==> src/rxte_map.vh <==
// rxte_map.vh: register offsets, field positions, reset values and timing counts
// for the radio receive task engine; included by the engine file only.
`ifndef RXTE_MAP_VH
`define RXTE_MAP_VH

// apb register byte offsets
`define RXTE_CTRL_OFF      12'h000
`define RXTE_CMD_OFF       12'h004
`define RXTE_TONE_OFF      12'h008
`define RXTE_SEARCH_OFF    12'h00C
`define RXTE_ENTRY_OFF     12'h010
`define RXTE_STATUS_OFF    12'h014
`define RXTE_COUNT_OFF     12'h018

// control register fields
`define RXTE_CTRL_TONE     0
`define RXTE_CTRL_ADDRLEN  1
`define RXTE_CTRL_MODE_LO  2
`define RXTE_CTRL_MODE_HI  3
`define RXTE_CTRL_REPEAT   4
`define RXTE_CTRL_START    5
`define RXTE_CTRL_STOP_LO  6
`define RXTE_CTRL_STOP_HI  7
`define RXTE_CTRL_FLCRC    8
`define RXTE_CTRL_FLEMPTY  9
`define RXTE_CTRL_CHAN_LO  16
`define RXTE_CTRL_CHAN_HI  22

// command codes written to the command register
`define RXTE_CMD_RX        8'h01
`define RXTE_CMD_TX        8'h02
`define RXTE_CMD_STOP      8'h03

// end causes
`define RXTE_END_OK        8'h00
`define RXTE_END_RXTIMEOUT 8'h01
`define RXTE_END_NOSYNC    8'h02
`define RXTE_END_MODUNF    8'hF9

// tone defaults: 48 us in 32 MHz ticks
`define RXTE_TONE_US       48
`define RXTE_TONE_TICKS    16'h0600
`define RXTE_TRIM_MAX      16'h1000
`define RXTE_SYNTH_TICKS   16'h1400

// ref_clk 100 MHz against the 32 MHz tick base
`define RXTE_CLK_MHZ       100
`define RXTE_TICK_MHZ      32

`define RXTE_ENTRIES       8
`endif

==> src/rxte_engine.v <==
// rxte_engine.v: start tone and basic-mode receive task of the radio link engine.
// assumes an apb master on ref_clk and a demodulator delivering bytes with rx_sync pulses.
`timescale 1ns/1ps
`include "rxte_map.vh"

module rxte_engine (
  input  wire        ref_clk,        // 100 MHz clock
  input  wire        rstn,           // async active-low reset
  input  wire        psel,           // apb select
  input  wire        penable,        // apb access phase
  input  wire        pwrite,         // apb direction
  input  wire [11:0] paddr,          // apb byte address
  input  wire [31:0] pwdata,         // apb write data
  output reg  [31:0] prdata,         // apb read data
  output reg         pready,         // apb ready
  output reg         pslverr,        // apb error on unmapped address
  input  wire        rx_sync,        // sync found pulse from demodulator, async
  input  wire [1:0]  rx_sync_id,     // which sync word matched
  input  wire        rx_byte_vld,    // byte strobe level toggled per byte, async
  input  wire [7:0]  rx_byte,        // received byte, stable around toggle
  input  wire        rx_pkt_end,     // crc bytes consumed, level, async
  input  wire        rx_crc_ok,      // crc over the packet with seed, valid at end
  input  wire        timer_ev1,      // timer event 1 level, async
  input  wire        timer_ev2,      // timer event 2 level, async
  input  wire        mod_underflow,  // modulator underflow level, async
  input  wire        fifo_full,      // rx fifo full level, async
  output reg  [6:0]  synth_chan,     // channel tuned by the synthesizer
  output reg         synth_on,       // synthesizer enabled
  output reg  [15:0] synth_wait,     // synthesizer startup ticks after trim
  output reg         tone_on,        // tone replaces preamble
  output reg         rx_on,          // receiver searching or receiving
  output reg         timer_capture,  // capture pulse at sync
  output reg         fifo_discard,   // discard current packet from rx fifo
  output reg  [7:0]  result_byte,    // status result byte, msb is crc ok
  output reg         rx_good_event,  // packet with payload and good crc
  output reg         rx_empty_event, // empty packet with good crc
  output reg         rx_bad_event,   // crc failed packet
  output reg         rx_overflow_event, // packet lost to full fifo
  output reg         task_finished_event, // task ended
  output reg         sem_release     // semaphores freed at task end
);

  localparam [7:0] S_IDLE = 8'b0000_0001;
  localparam [7:0] S_TONE = 8'b0000_0010;
  localparam [7:0] S_SRCH = 8'b0000_0100;
  localparam [7:0] S_LEN  = 8'b0000_1000;
  localparam [7:0] S_ADDR = 8'b0001_0000;
  localparam [7:0] S_BODY = 8'b0010_0000;
  localparam [7:0] S_DONE = 8'b0100_0000;
  localparam [7:0] S_WAIT = 8'b1000_0000;

  // -----------------------------------------------------------------
  // reset and input synchronisers
  // -----------------------------------------------------------------
  reg       rst_a_r, rst_b_r;
  wire      rst_n = rst_b_r;
  // release reset through two flops so every flop leaves reset together
  always @(posedge ref_clk or negedge rstn) begin
    if (!rstn) begin
      rst_a_r <= 1'b0;
      rst_b_r <= 1'b0;
    end else begin
      rst_a_r <= 1'b1;
      rst_b_r <= rst_a_r;
    end
  end

  reg [6:0] sy1_r, sy2_r;
  reg       sync_d_r, byte_d_r;
  reg [10:0] dat1_r, dat2_r;  // crc verdict, sync id and byte pass the same two stages
  // first stage is read only by the second stage
  always @(posedge ref_clk or negedge rst_n) begin
    if (!rst_n) begin
      sy1_r    <= 7'h00;
      sy2_r    <= 7'h00;
      sync_d_r <= 1'b0;
      byte_d_r <= 1'b0;
      dat1_r   <= 11'h000;
      dat2_r   <= 11'h000;
    end else begin
      sy1_r    <= {fifo_full, mod_underflow, timer_ev2, timer_ev1, rx_pkt_end, rx_byte_vld, rx_sync};
      sy2_r    <= sy1_r;
      sync_d_r <= sy2_r[0];
      byte_d_r <= sy2_r[1];
      dat1_r   <= {rx_crc_ok, rx_sync_id, rx_byte};
      dat2_r   <= dat1_r;
    end
  end
  wire sync_pls = sy2_r[0] & ~sync_d_r;
  wire byte_pls = sy2_r[1] ^ byte_d_r;  // byte data is held long past the toggle
  wire pkt_end  = sy2_r[2];
  wire ev1      = sy2_r[3];
  wire ev2      = sy2_r[4];
  wire modunf   = sy2_r[5];
  wire ffull    = sy2_r[6];
  // data lines change with their strobe and are held long after, so two stages keep them aligned with it
  wire [7:0] byte_s = dat2_r[7:0];
  wire [1:0] sid_s  = dat2_r[9:8];
  wire       crc_s  = dat2_r[10];

  // -----------------------------------------------------------------
  // 32 MHz tick enable from the 100 MHz clock (phase accumulator)
  // -----------------------------------------------------------------
  reg [7:0] acc_r;
  wire [8:0] acc_sum = {1'b0, acc_r} + 9'd`RXTE_TICK_MHZ;
  wire      tick = (acc_sum >= `RXTE_CLK_MHZ);
  always @(posedge ref_clk or negedge rst_n) begin
    if (!rst_n)
      acc_r <= 8'h00;
    else if (tick)
      acc_r <= acc_sum[7:0] - 8'd`RXTE_CLK_MHZ;
    else
      acc_r <= acc_sum[7:0];
  end

  // -----------------------------------------------------------------
  // software registers
  // -----------------------------------------------------------------
  reg [31:0] ctrl_r;
  reg [15:0] tone_len_r, trim_r;
  reg [31:0] search_r;
  reg [7:0]  entry_addr_r [0:7];
  reg [7:0]  entry_max_r  [0:7];
  reg [3:0]  entry_en_r   [0:7];   // one enable bit per sync word
  reg [15:0] good_cnt_r   [0:7];
  reg [15:0] bad_cnt_r    [0:7];
  reg [2:0]  sel_r;                // entry viewed through the entry window
  reg [7:0]  end_cause_r;
  reg [7:0]  state_r;
  reg        cmd_rx, cmd_stop;

  wire       tone_en  = ctrl_r[`RXTE_CTRL_TONE];
  wire       addr_len = ctrl_r[`RXTE_CTRL_ADDRLEN];
  wire       var_len  = ctrl_r[`RXTE_CTRL_MODE_LO];
  wire       repeat_t = ctrl_r[`RXTE_CTRL_REPEAT];
  wire       start_c  = ctrl_r[`RXTE_CTRL_START];
  wire       stop11   = (ctrl_r[`RXTE_CTRL_STOP_HI:`RXTE_CTRL_STOP_LO] == 2'b11);

  wire       apb_wr = psel & penable & pwrite & pready;
  wire       apb_rd = psel & ~penable & ~pwrite;

  reg  [2:0] cnt_bump_idx;
  reg        cnt_good, cnt_bad;
  integer    i;
  // register writes; counters are bumped by the engine, software only reads them
  always @(posedge ref_clk or negedge rst_n) begin
    if (!rst_n) begin
      ctrl_r     <= 32'h0000_0000;
      tone_len_r <= `RXTE_TONE_TICKS;
      trim_r     <= `RXTE_TONE_TICKS;
      search_r   <= 32'h0000_0000;
      sel_r      <= 3'h0;
      cmd_rx     <= 1'b0;
      cmd_stop   <= 1'b0;
      for (i = 0; i < `RXTE_ENTRIES; i = i + 1) begin
        entry_addr_r[i] <= 8'h00;
        entry_max_r[i]  <= 8'h00;
        entry_en_r[i]   <= 4'h0;
        good_cnt_r[i]   <= 16'h0000;
        bad_cnt_r[i]    <= 16'h0000;
      end
    end else begin
      cmd_rx   <= apb_wr && paddr == `RXTE_CMD_OFF && pwdata[7:0] == `RXTE_CMD_RX;
      cmd_stop <= apb_wr && paddr == `RXTE_CMD_OFF && pwdata[7:0] == `RXTE_CMD_STOP;
      if (apb_wr) begin
        if (paddr == `RXTE_CTRL_OFF) begin
          ctrl_r <= pwdata;
        end else if (paddr == `RXTE_TONE_OFF) begin
          tone_len_r <= pwdata[15:0];
          trim_r     <= pwdata[31:16];
        end else if (paddr == `RXTE_SEARCH_OFF) begin
          search_r <= pwdata;
        end else if (paddr == `RXTE_ENTRY_OFF) begin
          sel_r                  <= pwdata[30:28];
          entry_addr_r[pwdata[30:28]] <= pwdata[7:0];
          entry_max_r[pwdata[30:28]]  <= pwdata[15:8];
          entry_en_r[pwdata[30:28]]   <= pwdata[19:16];
        end
      end
      if (cnt_good)
        good_cnt_r[cnt_bump_idx] <= good_cnt_r[cnt_bump_idx] + 16'h0001;
      if (cnt_bad)
        bad_cnt_r[cnt_bump_idx] <= bad_cnt_r[cnt_bump_idx] + 16'h0001;
    end
  end

  // apb answer: no wait state, reads latched at setup
  always @(posedge ref_clk or negedge rst_n) begin
    if (!rst_n) begin
      prdata  <= 32'h0000_0000;
      pready  <= 1'b0;
      pslverr <= 1'b0;
    end else begin
      pready  <= psel & ~penable;
      pslverr <= psel & ~penable & ~(paddr == `RXTE_CTRL_OFF || paddr == `RXTE_CMD_OFF ||
                 paddr == `RXTE_TONE_OFF || paddr == `RXTE_SEARCH_OFF || paddr == `RXTE_ENTRY_OFF ||
                 paddr == `RXTE_STATUS_OFF || paddr == `RXTE_COUNT_OFF);
      if (apb_rd) begin
        if (paddr == `RXTE_CTRL_OFF)
          prdata <= ctrl_r;
        else if (paddr == `RXTE_TONE_OFF)
          prdata <= {trim_r, tone_len_r};
        else if (paddr == `RXTE_SEARCH_OFF)
          prdata <= search_r;
        else if (paddr == `RXTE_ENTRY_OFF)
          prdata <= {1'b0, sel_r, 8'h00, entry_en_r[sel_r], entry_max_r[sel_r], entry_addr_r[sel_r]};
        else if (paddr == `RXTE_STATUS_OFF)
          prdata <= {state_r, result_byte, 8'h00, end_cause_r};
        else if (paddr == `RXTE_COUNT_OFF)
          prdata <= {bad_cnt_r[sel_r], good_cnt_r[sel_r]};
        else
          prdata <= 32'h0000_0000;
      end
    end
  end

  // -----------------------------------------------------------------
  // entry lookup: first enabled entry for the sync word, matching if asked
  // -----------------------------------------------------------------
  function [3:0] rxte_find;  // {found, index}
    input [1:0] sid;
    input       use_addr;
    input [7:0] abyte;
    integer k;
    reg   [3:0] res;
    begin
      res = 4'h0;
      for (k = `RXTE_ENTRIES - 1; k >= 0; k = k - 1)
        if (entry_en_r[k][sid] && (!use_addr || entry_addr_r[k] == abyte))
          res = {1'b1, k[2:0]};
      rxte_find = res;
    end
  endfunction

  // -----------------------------------------------------------------
  // task sequencer
  // -----------------------------------------------------------------
  reg [31:0] tmr_r;       // tone and search timer in 32 MHz ticks
  reg        first_r;     // still the first sync search of the task
  reg [7:0]  len_r;       // payload bytes left between address and crc
  reg [7:0]  pkt_len_r;   // length including address
  reg [2:0]  ent_r;
  reg [1:0]  sid_r;
  reg        ovf_r;
  wire       ev2_live = stop11 && (start_c || first_r);
  wire       lim_live = search_r != 32'h0 && !(stop11 && (start_c || first_r));
  wire [3:0] hit_any  = rxte_find(sid_r, 1'b0, 8'h00);
  wire [3:0] hit_addr = rxte_find(sid_r, 1'b1, byte_s);
  wire       empty_p  = (pkt_len_r == {7'h00, addr_len});
  wire       flushed  = (!crc_s && ctrl_r[`RXTE_CTRL_FLCRC]) || (empty_p && ctrl_r[`RXTE_CTRL_FLEMPTY]);

  // ends the task with a cause; events are single-cycle pulses
  task finish;
    input [7:0] cause;
    begin
      end_cause_r         <= cause;
      task_finished_event <= 1'b1;
      sem_release         <= 1'b1;
      rx_on               <= 1'b0;
      synth_on            <= 1'b0;
      tone_on             <= 1'b0;
      state_r             <= S_IDLE;
    end
  endtask

  always @(posedge ref_clk or negedge rst_n) begin
    if (!rst_n) begin
      state_r <= S_IDLE;
      tmr_r <= 32'h0; first_r <= 1'b0; len_r <= 8'h00; pkt_len_r <= 8'h00;
      ent_r <= 3'h0; sid_r <= 2'h0; ovf_r <= 1'b0; end_cause_r <= `RXTE_END_OK;
      synth_chan <= 7'h00; synth_on <= 1'b0; synth_wait <= 16'h0000; tone_on <= 1'b0;
      rx_on <= 1'b0; timer_capture <= 1'b0; fifo_discard <= 1'b0; result_byte <= 8'h00;
      rx_good_event <= 1'b0; rx_empty_event <= 1'b0; rx_bad_event <= 1'b0;
      rx_overflow_event <= 1'b0; task_finished_event <= 1'b0; sem_release <= 1'b0;
      cnt_good <= 1'b0; cnt_bad <= 1'b0; cnt_bump_idx <= 3'h0;
    end else begin
      timer_capture <= 1'b0; fifo_discard <= 1'b0; rx_good_event <= 1'b0;
      rx_empty_event <= 1'b0; rx_bad_event <= 1'b0; rx_overflow_event <= 1'b0;
      task_finished_event <= 1'b0; sem_release <= 1'b0; cnt_good <= 1'b0; cnt_bad <= 1'b0;
      if (tick && tmr_r != 32'h0)
        tmr_r <= tmr_r - 32'h1;
      case (state_r)
        S_IDLE: begin
          if (cmd_rx) begin
            synth_chan <= ctrl_r[`RXTE_CTRL_CHAN_HI:`RXTE_CTRL_CHAN_LO];
            synth_on   <= 1'b1;
            first_r    <= 1'b1;
            // trim overlaps tone with synth settling; clamp guards a bad host value
            synth_wait <= tone_en ? `RXTE_SYNTH_TICKS - (trim_r > `RXTE_TRIM_MAX ? `RXTE_TRIM_MAX : trim_r)
                                  : `RXTE_SYNTH_TICKS;
            if (tone_en) begin
              tone_on <= 1'b1;
              tmr_r   <= {16'h0000, tone_len_r};
              state_r <= S_TONE;
            end else begin
              rx_on   <= 1'b1;
              tmr_r   <= search_r;
              state_r <= S_SRCH;
            end
          end
        end
        S_TONE: begin
          if (modunf)
            finish(`RXTE_END_MODUNF);
          else if (tmr_r == 32'h0) begin
            tone_on <= 1'b0;
            rx_on   <= 1'b1;
            tmr_r   <= search_r;
            state_r <= S_SRCH;
          end
        end
        S_SRCH: begin
          if (cmd_stop || (ev2_live && ev2))
            finish(`RXTE_END_RXTIMEOUT);
          else if (lim_live && tmr_r == 32'h0 && search_r != 32'h0)
            finish(`RXTE_END_NOSYNC);
          else if (sync_pls) begin
            timer_capture <= 1'b1;
            sid_r <= sid_s;
            ovf_r <= 1'b0;
            state_r <= var_len ? S_LEN : S_ADDR;
          end
        end
        S_LEN: begin
          if (byte_pls) begin
            pkt_len_r <= byte_s;
            if (byte_s < {7'h00, addr_len}) begin
              tmr_r   <= search_r;
              state_r <= S_SRCH;
            end else
              state_r <= S_ADDR;
          end
        end
        S_ADDR: begin
          if (!addr_len || byte_pls) begin
            if (addr_len ? !hit_addr[3] : !hit_any[3]) begin
              tmr_r   <= search_r;
              state_r <= S_SRCH;
            end else begin
              ent_r <= addr_len ? hit_addr[2:0] : hit_any[2:0];
              if (!var_len) begin
                pkt_len_r <= entry_max_r[addr_len ? hit_addr[2:0] : hit_any[2:0]];
                len_r <= entry_max_r[addr_len ? hit_addr[2:0] : hit_any[2:0]] - {7'h00, addr_len};
                state_r <= S_BODY;
              end else if (pkt_len_r > entry_max_r[addr_len ? hit_addr[2:0] : hit_any[2:0]]) begin
                tmr_r   <= search_r;
                state_r <= S_SRCH;
              end else begin
                len_r   <= pkt_len_r - {7'h00, addr_len};
                state_r <= S_BODY;
              end
            end
          end
        end
        S_BODY: begin
          if (ffull)
            ovf_r <= 1'b1;
          if (byte_pls && len_r != 8'h00)
            len_r <= len_r - 8'h01;
          if (pkt_end)
            state_r <= S_DONE;
        end
        S_DONE: begin
          first_r      <= 1'b0;
          cnt_bump_idx <= ent_r;
          result_byte  <= {crc_s, 7'h00};
          fifo_discard <= flushed | ovf_r;
          if (ovf_r && !flushed)
            rx_overflow_event <= 1'b1;
          else if (!crc_s)
            rx_bad_event <= 1'b1;
          else if (empty_p)
            rx_empty_event <= 1'b1;
          else
            rx_good_event <= 1'b1;
          cnt_good <= crc_s;
          cnt_bad  <= !crc_s;
          state_r  <= S_WAIT;
        end
        S_WAIT: begin
          // wait for the end level to drop so one packet is counted once
          if (!pkt_end) begin
            if (!repeat_t)
              finish(`RXTE_END_OK);
            else if (!start_c || ev1) begin
              tmr_r   <= search_r;
              state_r <= S_SRCH;
            end
          end
        end
        default: state_r <= S_IDLE;
      endcase
    end
  end

endmodule

==> config.mk <==
export PLATFORM = sky130hd
export DESIGN_NAME = rxte_engine
export DESIGN_NICKNAME = d
export VERILOG_FILES = /design/src/rxte_engine.v
export VERILOG_INCLUDE_DIRS = /design/src
export SDC_FILE = /design/constraint.sdc
export NUM_CORES = 1
export LEC_CHECK = 0
export ABC_AREA = 0
export BUFFER_PORTS_ARGS = -buffer_cell sky130_fd_sc_hd__buf_4
export CORE_AREA = 2 2 257 259
export CTS_CLUSTER_DIAMETER = 150
export DETAILED_ROUTE_END_ITERATION = 10
export DIE_AREA = 0 0 259 261
export HOLD_SLACK_MARGIN = 0.03
export PLACE_DENSITY = 0.71
export RECOVER_POWER = 25
export SLEW_MARGIN = 20
export SYNTH_ARGS = -nofsm -noshare
export SYNTH_HDL_FRONTEND = slang
export SYNTH_SLANG_ARGS = --single-unit
==> constraint.sdc <==
create_clock -name ref_clk -period 25.9 [get_ports ref_clk]
set_input_delay 3.885 -clock ref_clk [delete_from_list [all_inputs] [get_ports ref_clk]]
set_output_delay 3.885 -clock ref_clk [all_outputs]
set_load 0.02 [all_outputs]
Word-level counts from Yosys, hierarchy flattened
Cells that the tools add are included.
- add/sub/neg operators: 6
- $lt $le $gt $ge: 11
- equal/unequal tests: 45
- muxes and demuxes: 172
- bitwise logic cells: 23
- reductions and logical operators: 64
- operator list (operator ; number):
    $mux W32 ; 20
    $bwmux W128 ; 2
    $mux W8 ; 29
    $bmux W16 S3 ; 4
    $mux W16 ; 11
    $pmux W32 S5 ; 1
    $bwmux W64 ; 2
    $mux W4 ; 19
    $bmux W8 S3 ; 3
    $eq A8 B8 Y1 ; 8
    $pmux W8 S8 ; 1
    $reduce_bool A32 Y1 ; 2
    $mux W1 ; 52
    $demux W16 S3 ; 1
    $eq A12 B5 Y1 const B ; 3
    $add A16 B1 Y16 const B ; 2
    $bwmux W32 ; 1
    $logic_not A32 Y1 ; 1
    $sub A32 B1 Y32 const B ; 1
    $ne A2 B2 Y1 const B ; 15
    $demux W8 S3 ; 1
    $eq A12 B4 Y1 const B ; 2
    $pmux W8 S3 ; 1
    $logic_and A1 B1 Y1 ; 22
    other kinds (51) ; 117
- bits in registers: 701
- input bits: 67
- output and inout port bits: 76
- word-level logic and storage cells: 404

Depth between registers and ports, before layout
Gate-level depths: netlist (run 1).
- word-level depth: 22
- depth in mapped cells: 24
- gate-level depth less buffers: 20

Least setup slack after synthesis (run 1)
No wires, ideal clock.
- path type: input to register
- start: in paddr[9]
- end: reg tone_len_r[13]
- library setup time: 0.125 ns
- arrival time: 6.344 ns
- data required time: 25.775 ns
- slack: 19.431 ns
- stages on the path: 9
- path through: nor4_1 -> nand2_1 -> nor4_1 -> nor2b_1 -> nor2b_1 -> nand2_1 -> nor2_1 -> clkbuf_1 -> mux2_2
- word-level cells in the longest chain between the ends: 3
- elaborated cells on any way between the ends: 4
- classes of those cells: eq/ne: 1; bitwise: 1; reduce/logical: 2
- RTL lines (item ; line ; RTL):
    start: declaration ; rxte_engine.v:12 ; input wire [11:0] paddr,
    $logic_not A12 Y1 (no source line) ; n/a ;
    $not A1 Y1 (no source line) ; n/a ;
    $reduce_and A3 Y1 (no source line) (*) ; n/a ;
    end signal: assignment ; rxte_engine.v:149 ; tone_len_r <= `RXTE_TONE_TICKS;
    end signal: assignment ; rxte_engine.v:169 ; tone_len_r <= pwdata[15:0];
    end: declaration ; rxte_engine.v:120 ; reg [15:0] tone_len_r, trim_r;
Every way passes the cells marked *; elsewhere a longest branch is shown, timed or not.
A chain may end at the register's enable or synchronous reset.

==> results.cfg, run 1 <==
[run_status]
status = complete, but fails checks
violations = capacitance limit, slew limit

[sta]
max_slew_margin = -5.36
final-hold-violation-count = 0
period_needed_ns = 11.80
period_share = 0.456
drv_slew = 327
rsz0062_at_grt = no
clock.fmax_ghz = 0.0847
fin_skew_ns = 0.0291
fin_ws_ns = 14.10
setup_viol = 0
worst_slew_pin_slew_ns = 9.54
setup_tns_ns = 0

[pwr]
vdd_drop_max_mv = 0.0488
power_density_nw_per_um2 = 57.4
p_leak_nw = 17.1

[detailed_routing]
antenna_left = 0
drcViolationCount = 0
met2_length_mm = 49.0
num_vias = 26300
routed_via_density = 6.44
routed.top_layer = met5
wl_mm = 104
met1_length_mm = 41.7
met3_wirelength_mm = 9.65
wl_per_cell_um = 25.5
drt_iter0_markers = 2636
first_pass_iters = 6

[floorplanning]
start_util = 0.541
dieWidth_um = 259
rows = 94
die_h_um = 261
dieArea_sq_um = 67600
io_pins = 143
core_sq_um = 65000

[worst_hold_path]
hold_start = rst_a_r$_DFF_PN0_
hold-path-cell-count = 0
hold-path-endpoint = rst_b_r$_DFF_PN0_
hold_path.class = flop to flop

[setup_path]
start_kind = flop
reg2reg_depth = 1
cp_max_fo = 176
cpPeakStageDelay_ns = 6.55
cp-end-kind = async pin
required_ns = 22.81
critPathKind = flop to async pin
r2r_start = rst_b_r$_DFF_PN0_
reg2reg_slack_ns = 14.10
critical_path.top_delay_family = buffers and inverters
crit_slowest_cell = clkbuf_1
r2r-end = cnt_bump_idx[2]$_DFFE_PN0P_
worstPathCellList = clkbuf_1
crit_arrival_ns = 8.71
cp.buffers_inverters = 1

[synth]
syn_area_sq_um = 35200
netlist.area_leader.share = 0.490
postSynthCellCount = 3115
ys_seq_area_frac = 0.493
yosys_warnings = 0
synth_seq_cells = 694
ys.flop_type = dfrtp_1
yosysTopAreaCell = dfrtp_1
synth_top_cells_by_area = dfrtp_1 (49%), mux2_2 (9.5%), mux4_2 (8.7%)
synth.avg_cell_area_sq_um = 11.3
async_reset_ff_frac = 1.00
synth_cell_type_count = 92
synth_edf_count = 0

[flow_run]
maxCapViolCount = 4

[global_route]
grt_max_degree = 177
grt_pass1_vias = 26600
grt_overflow_total = 0
grt_usage = 0.310
antenna_found_initial = 7
grt_pass1_wl_mm = 160

[clocking]
clock_latency_ns = 0.63
cts_tree = yes
cts_setup_buffers = 0
cts.sinks = 694
cts_resized = 0
clock_tree.buffer_depth = 3
clk_pin_slew_ns = 0.06
hold_buffers = 0
numCtsBuffers = 77
cts-root-buf = clkbuf_16
cts_max_level = 3

[cells_and_area]
nets = 3242
final_common_cell = dfrtp_1
drive_above_1_share = 0.245
area_growth_pct = 11.7
mostFrequentLayoutCells = dfrtp_1 (683), nand2_1 (426), o21ai_0 (343)

[place]
dp_hpwl_mm = 69.6
io_buffers = 135
detailedPlace.worstSlack_ns = 18.37
gp_congestion = 0.935
==> cells in the mapped netlist, types with 7 or more instances <==
master and number:
buf_6 7, a221oi_1 30, nor4_1 45, and3_1 10, a22oi_1 24, or3_1 11
nor2b_1 18, nor2_1 135, a21oi_1 63, mux4_2 136, xor2_1 82, or2_2 7
buf_1 24, o22ai_1 12, nand2b_1 17, xnor2_1 54, nor3b_1 7, or4_1 7
nand3b_1 11, a31oi_1 12, buf_4 13, nand2_1 428, inv_1 45, o21ai_0 343
nand3_1 35, clkbuf_1 134, mux2i_1 118, dfrtp_1 689, nand4_1 14, buf_2 50
ha_1 17, a21o_1 14, o211ai_1 17, nand4b_1 8, and2_1 13, o221ai_1 21
nor3_1 25, a221o_1 9, o31ai_1 7, mux2_2 298
==> area by class of cell <==
type | count | area (sq um)
multi-input cells | 2152 | 16700
diodes | 1 | 2.50
fillers | 5178 | 25700
repair buffers | 186 | 1410
inverters | 47 | 178
clock buffers | 112 | 2230
clock inverters | 27 | 309
well taps | 864 | 1080
flip-flops and latches | 694 | 17400
==> sequential cells by signal (all words and copies together) (netlist names), 7 cells and up <==
name / flops
synth_chan: 7
ctrl_r: 32
dat2_r: 11
bad_cnt_r: 128
sy1_r: 7
state_r: 8
sy2_r: 7
entry_en_r: 32
trim_r: 16
pkt_len_r: 8
tone_len_r: 16
entry_addr_r: 64
dat1_r: 11
synth_wait: 16
entry_max_r: 64
prdata: 32
search_r: 32
good_cnt_r: 128
tmr_r: 32
==> worst max path at each step <==
stage                            startpoint                          end  slack, ns  depth (start not counted)
after floorplan           rst_b_r$_DFF_PN0_         acc_r[2]$_DFFE_PN0N_       5.13                          0
after CTS                          paddr[9]       ctrl_r[21]$_DFFE_PN0P_      19.01                         10
after detailed placement           paddr[9]        ctrl_r[6]$_DFFE_PN0P_      18.37                         10
after global routing      rst_b_r$_DFF_PN0_  cnt_bump_idx[2]$_DFFE_PN0P_      11.59                          1
final                     rst_b_r$_DFF_PN0_  cnt_bump_idx[2]$_DFFE_PN0P_      14.10                          1
after global placement             paddr[9]        ctrl_r[3]$_DFFE_PN0P_      18.45                         10
==> logic make-up after synthesis <==
group | Yosys count | share of synthesized area
flops | 694 | 0.493
xor+xnor | 137 | 0.0343
compound gates | 622 | 0.109
mux | 553 | 0.216
buf+inv | 275 | 0.0340
simple gates | 815 | 0.106
fa+ha+maj | 17 | 0.00604
other cells | 2 | 0.000213
==> report_power, final <==
part           switching, mW  leakage, nW  internal, mW
sequential           0.00684         9.37          1.09
clock                  0.453         1.25         0.658
combinational         0.0393         6.51        0.0128
total                  0.499         17.1          1.76
==> layer usage <==
layer  GRT usage  up-vias
met3      0.0684      258
li1            -    11400
met5           0        -
met2       0.492     1271
met1       0.420    13400
met4       0.117       12
==> stage by stage <==
| stage | std cells | hold WS, ns | total power, mW | utilization | area (sq um) |
|---|---|---|---|---|---|
| after global placement | 3942 | 0.331 | 1.17 | 0.565 | 36800 |
| after global routing | 4082 | 0.355 | 2.32 | 0.604 | 39300 |
| after floorplan | 3121 | 0.331 | 1.14 | - | 35200 |
| final | 4083 | 0.346 | 2.26 | 0.604 | 39300 |
| after CTS | 4081 | 0.341 | 2.27 | 0.604 | 39300 |
| after detailed placement | 3942 | 0.337 | 1.17 | 0.565 | 36800 |
(Power assumes the default switching activity.)
==> run 2: changes to the inputs <==
Clock period 25.9 ns to 12 ns, I/O delays scaled along.
==> run 2 against run 1 <==
Effect of this change:
- the flow still finishes with violations (capacitance limit, slew limit)
- flip-flop and latch count did not move
- highest routed layer unchanged
- final cell count barely moved
- setup slack got worse by 9.5 ns
- non-clock buffer count increased by 7
- die area did not move
- first-iteration DRC count up 2.4%
- register-to-register slack got worse by 9.5 ns
- worst hold slack lost 0.12 ns
- critical path type unchanged
==> results.cfg, run 2 (synthesized netlist as in run 1, its figures left out) <==
[run_status]
status = complete, but fails checks
violations = capacitance limit, slew limit

[setup_path]
cpPeakStageDelay_ns = 3.08
r2r_start = rst_b_r$_DFF_PN0_
start_kind = flop
reg2reg_slack_ns = 4.55
reg2reg_depth = 2
required_ns = 11.75
worstPathCellList = clkbuf_1 > clkbuf_1
r2r-end = bad_cnt_r[117]$_DFFE_PN0P_
crit_slowest_cell = clkbuf_1
critPathKind = flop to async pin
cp.buffers_inverters = 2
crit_top_cell = clkbuf_1
cp-end-kind = async pin
cp_max_fo = 81
crit_arrival_ns = 7.20
critical_path.top_delay_family = buffers and inverters

[sta]
worst_slew_pin_slew_ns = 4.17
fin_skew_ns = 0.0324
drv_slew = 297
rsz0062_at_grt = no
fin_ws_ns = 4.55
clock.fmax_ghz = 0.134
max_slew_margin = -1.78
period_share = 0.621
setup_viol = 0
whs_ns = 0.230
period_needed_ns = 7.45
setup_tns_ns = 0
final-hold-violation-count = 0

[global_route]
antenna_found_initial = 2
grt_overflow_total = 0
grt_pass1_wl_mm = 164
grt_max_degree = 177
grt_usage = 0.318
grt_pass1_vias = 27100

[floorplanning]
dieArea_sq_um = 67600
start_util = 0.541
die_h_um = 261
core_sq_um = 65000
dieWidth_um = 259
rows = 94
io_pins = 143

[pwr]
vdd_drop_max_mv = 0.109
p_leak_nw = 17.1
power_density_nw_per_um2 = 123

[detailed_routing]
num_vias = 26200
wl_per_cell_um = 25.9
wl_mm = 106
drcViolationCount = 0
routed_via_density = 6.42
antenna_left = 0
first_pass_iters = 5
drt_iter0_markers = 2700

[clocking]
numCtsBuffers = 75
cts_tree = yes
cts.sinks = 694
clock_tree.buffer_depth = 3
clk_pin_slew_ns = 0.06
cts-root-buf = clkbuf_16
clock_latency_ns = 0.63
cts_setup_buffers = 0
cts_max_level = 3
hold_buffers = 0
cts_resized = 0

[cells_and_area]
fillerInstances = 5163
area_growth_pct = 11.5
top_regs = bad_cnt_r x128, good_cnt_r x128
final_common_cell = dfrtp_1
drive_above_1_share = 0.247
nets = 3247
mostFrequentLayoutCells = dfrtp_1 (683), nand2_1 (426), o21ai_0 (343)

[place]
detailedPlace.worstSlack_ns = 5.81
gp_congestion = 0.983
io_buffers = 135
dp_hpwl_mm = 71.4

[flow_run]
maxCapViolCount = 5

[worst_hold_path]
hold_path.class = flop to async pin
## run 2: cell types whose count changed in the layout (fill, tap and decap cells not counted), moves of 2 or more
cell and delta:
buf_4 -15, clkbuf_1 -10, clkbuf_4 +19, clkbuf_8 -4, clkinv_2 +5, clkinv_4 +2, clkinvlp_4 +3, diode_2 +2
inv_6 -4
## run 2: area by class of cell
type / count / area [sq um] / share of cell area
multi-input cells: 2152 / 16700 / 0.426
repair buffers: 193 / 1430 / 0.0365
well taps: 864 / 1080 / 0.0275
diodes: 3 / 7.51 / 0.000191
inverters: 47 / 178 / 0.00452
clock inverters: 33 / 339 / 0.00864
clock buffers: 94 / 2120 / 0.0541
flip-flops and latches: 694 / 17400 / 0.443
## run 2: worst max path at each step
stage                          from                         end  cells after the start
2_1_floorplan     rst_b_r$_DFF_PN0_        acc_r[2]$_DFFE_PN0N_                      0
3_3_place_gp   sid_r[0]$_DFFE_PN0P_         tmr_r[12]$_DFF_PN0_                     17
3_5_place_dp   sid_r[0]$_DFFE_PN0P_          tmr_r[7]$_DFF_PN0_                     18
4_1_cts        sid_r[0]$_DFFE_PN0P_          tmr_r[7]$_DFF_PN0_                     18
5_1_grt           rst_b_r$_DFF_PN0_    bad_cnt_r[4]$_DFFE_PN0P_                      2
6_report          rst_b_r$_DFF_PN0_  bad_cnt_r[117]$_DFFE_PN0P_                      2
## run 2: power by group
group	switching, mW	internal, mW
logic	0.0863	0.0274
clock network	0.962	1.38
registers	0.0123	2.35
total	1.06	3.75
## run 2: through the flow
stage / cell area (sq um) / util / std cells / total power [mW]
floorplan: 35200 / - / 3121 / 2.47
global placement: 36800 / 0.566 / 3950 / 2.52
detailed placement: 36800 / 0.566 / 3950 / 2.52
CTS: 39300 / 0.604 / 4077 / 4.84
global route: 39300 / 0.604 / 4078 / 4.95
finish: 39300 / 0.604 / 4080 / 4.82
## run 2: per-layer routing
metal	part of all wire	routed length, um	up-vias	GRT usage
met2	0.46	48600	1246	0.497
li1	-	-	11400	-
met5	0.0016	173	-	0
met3	0.097	10200	279	0.0839
met4	0.041	4380	4	0.137
met1	0.40	42500	13300	0.424
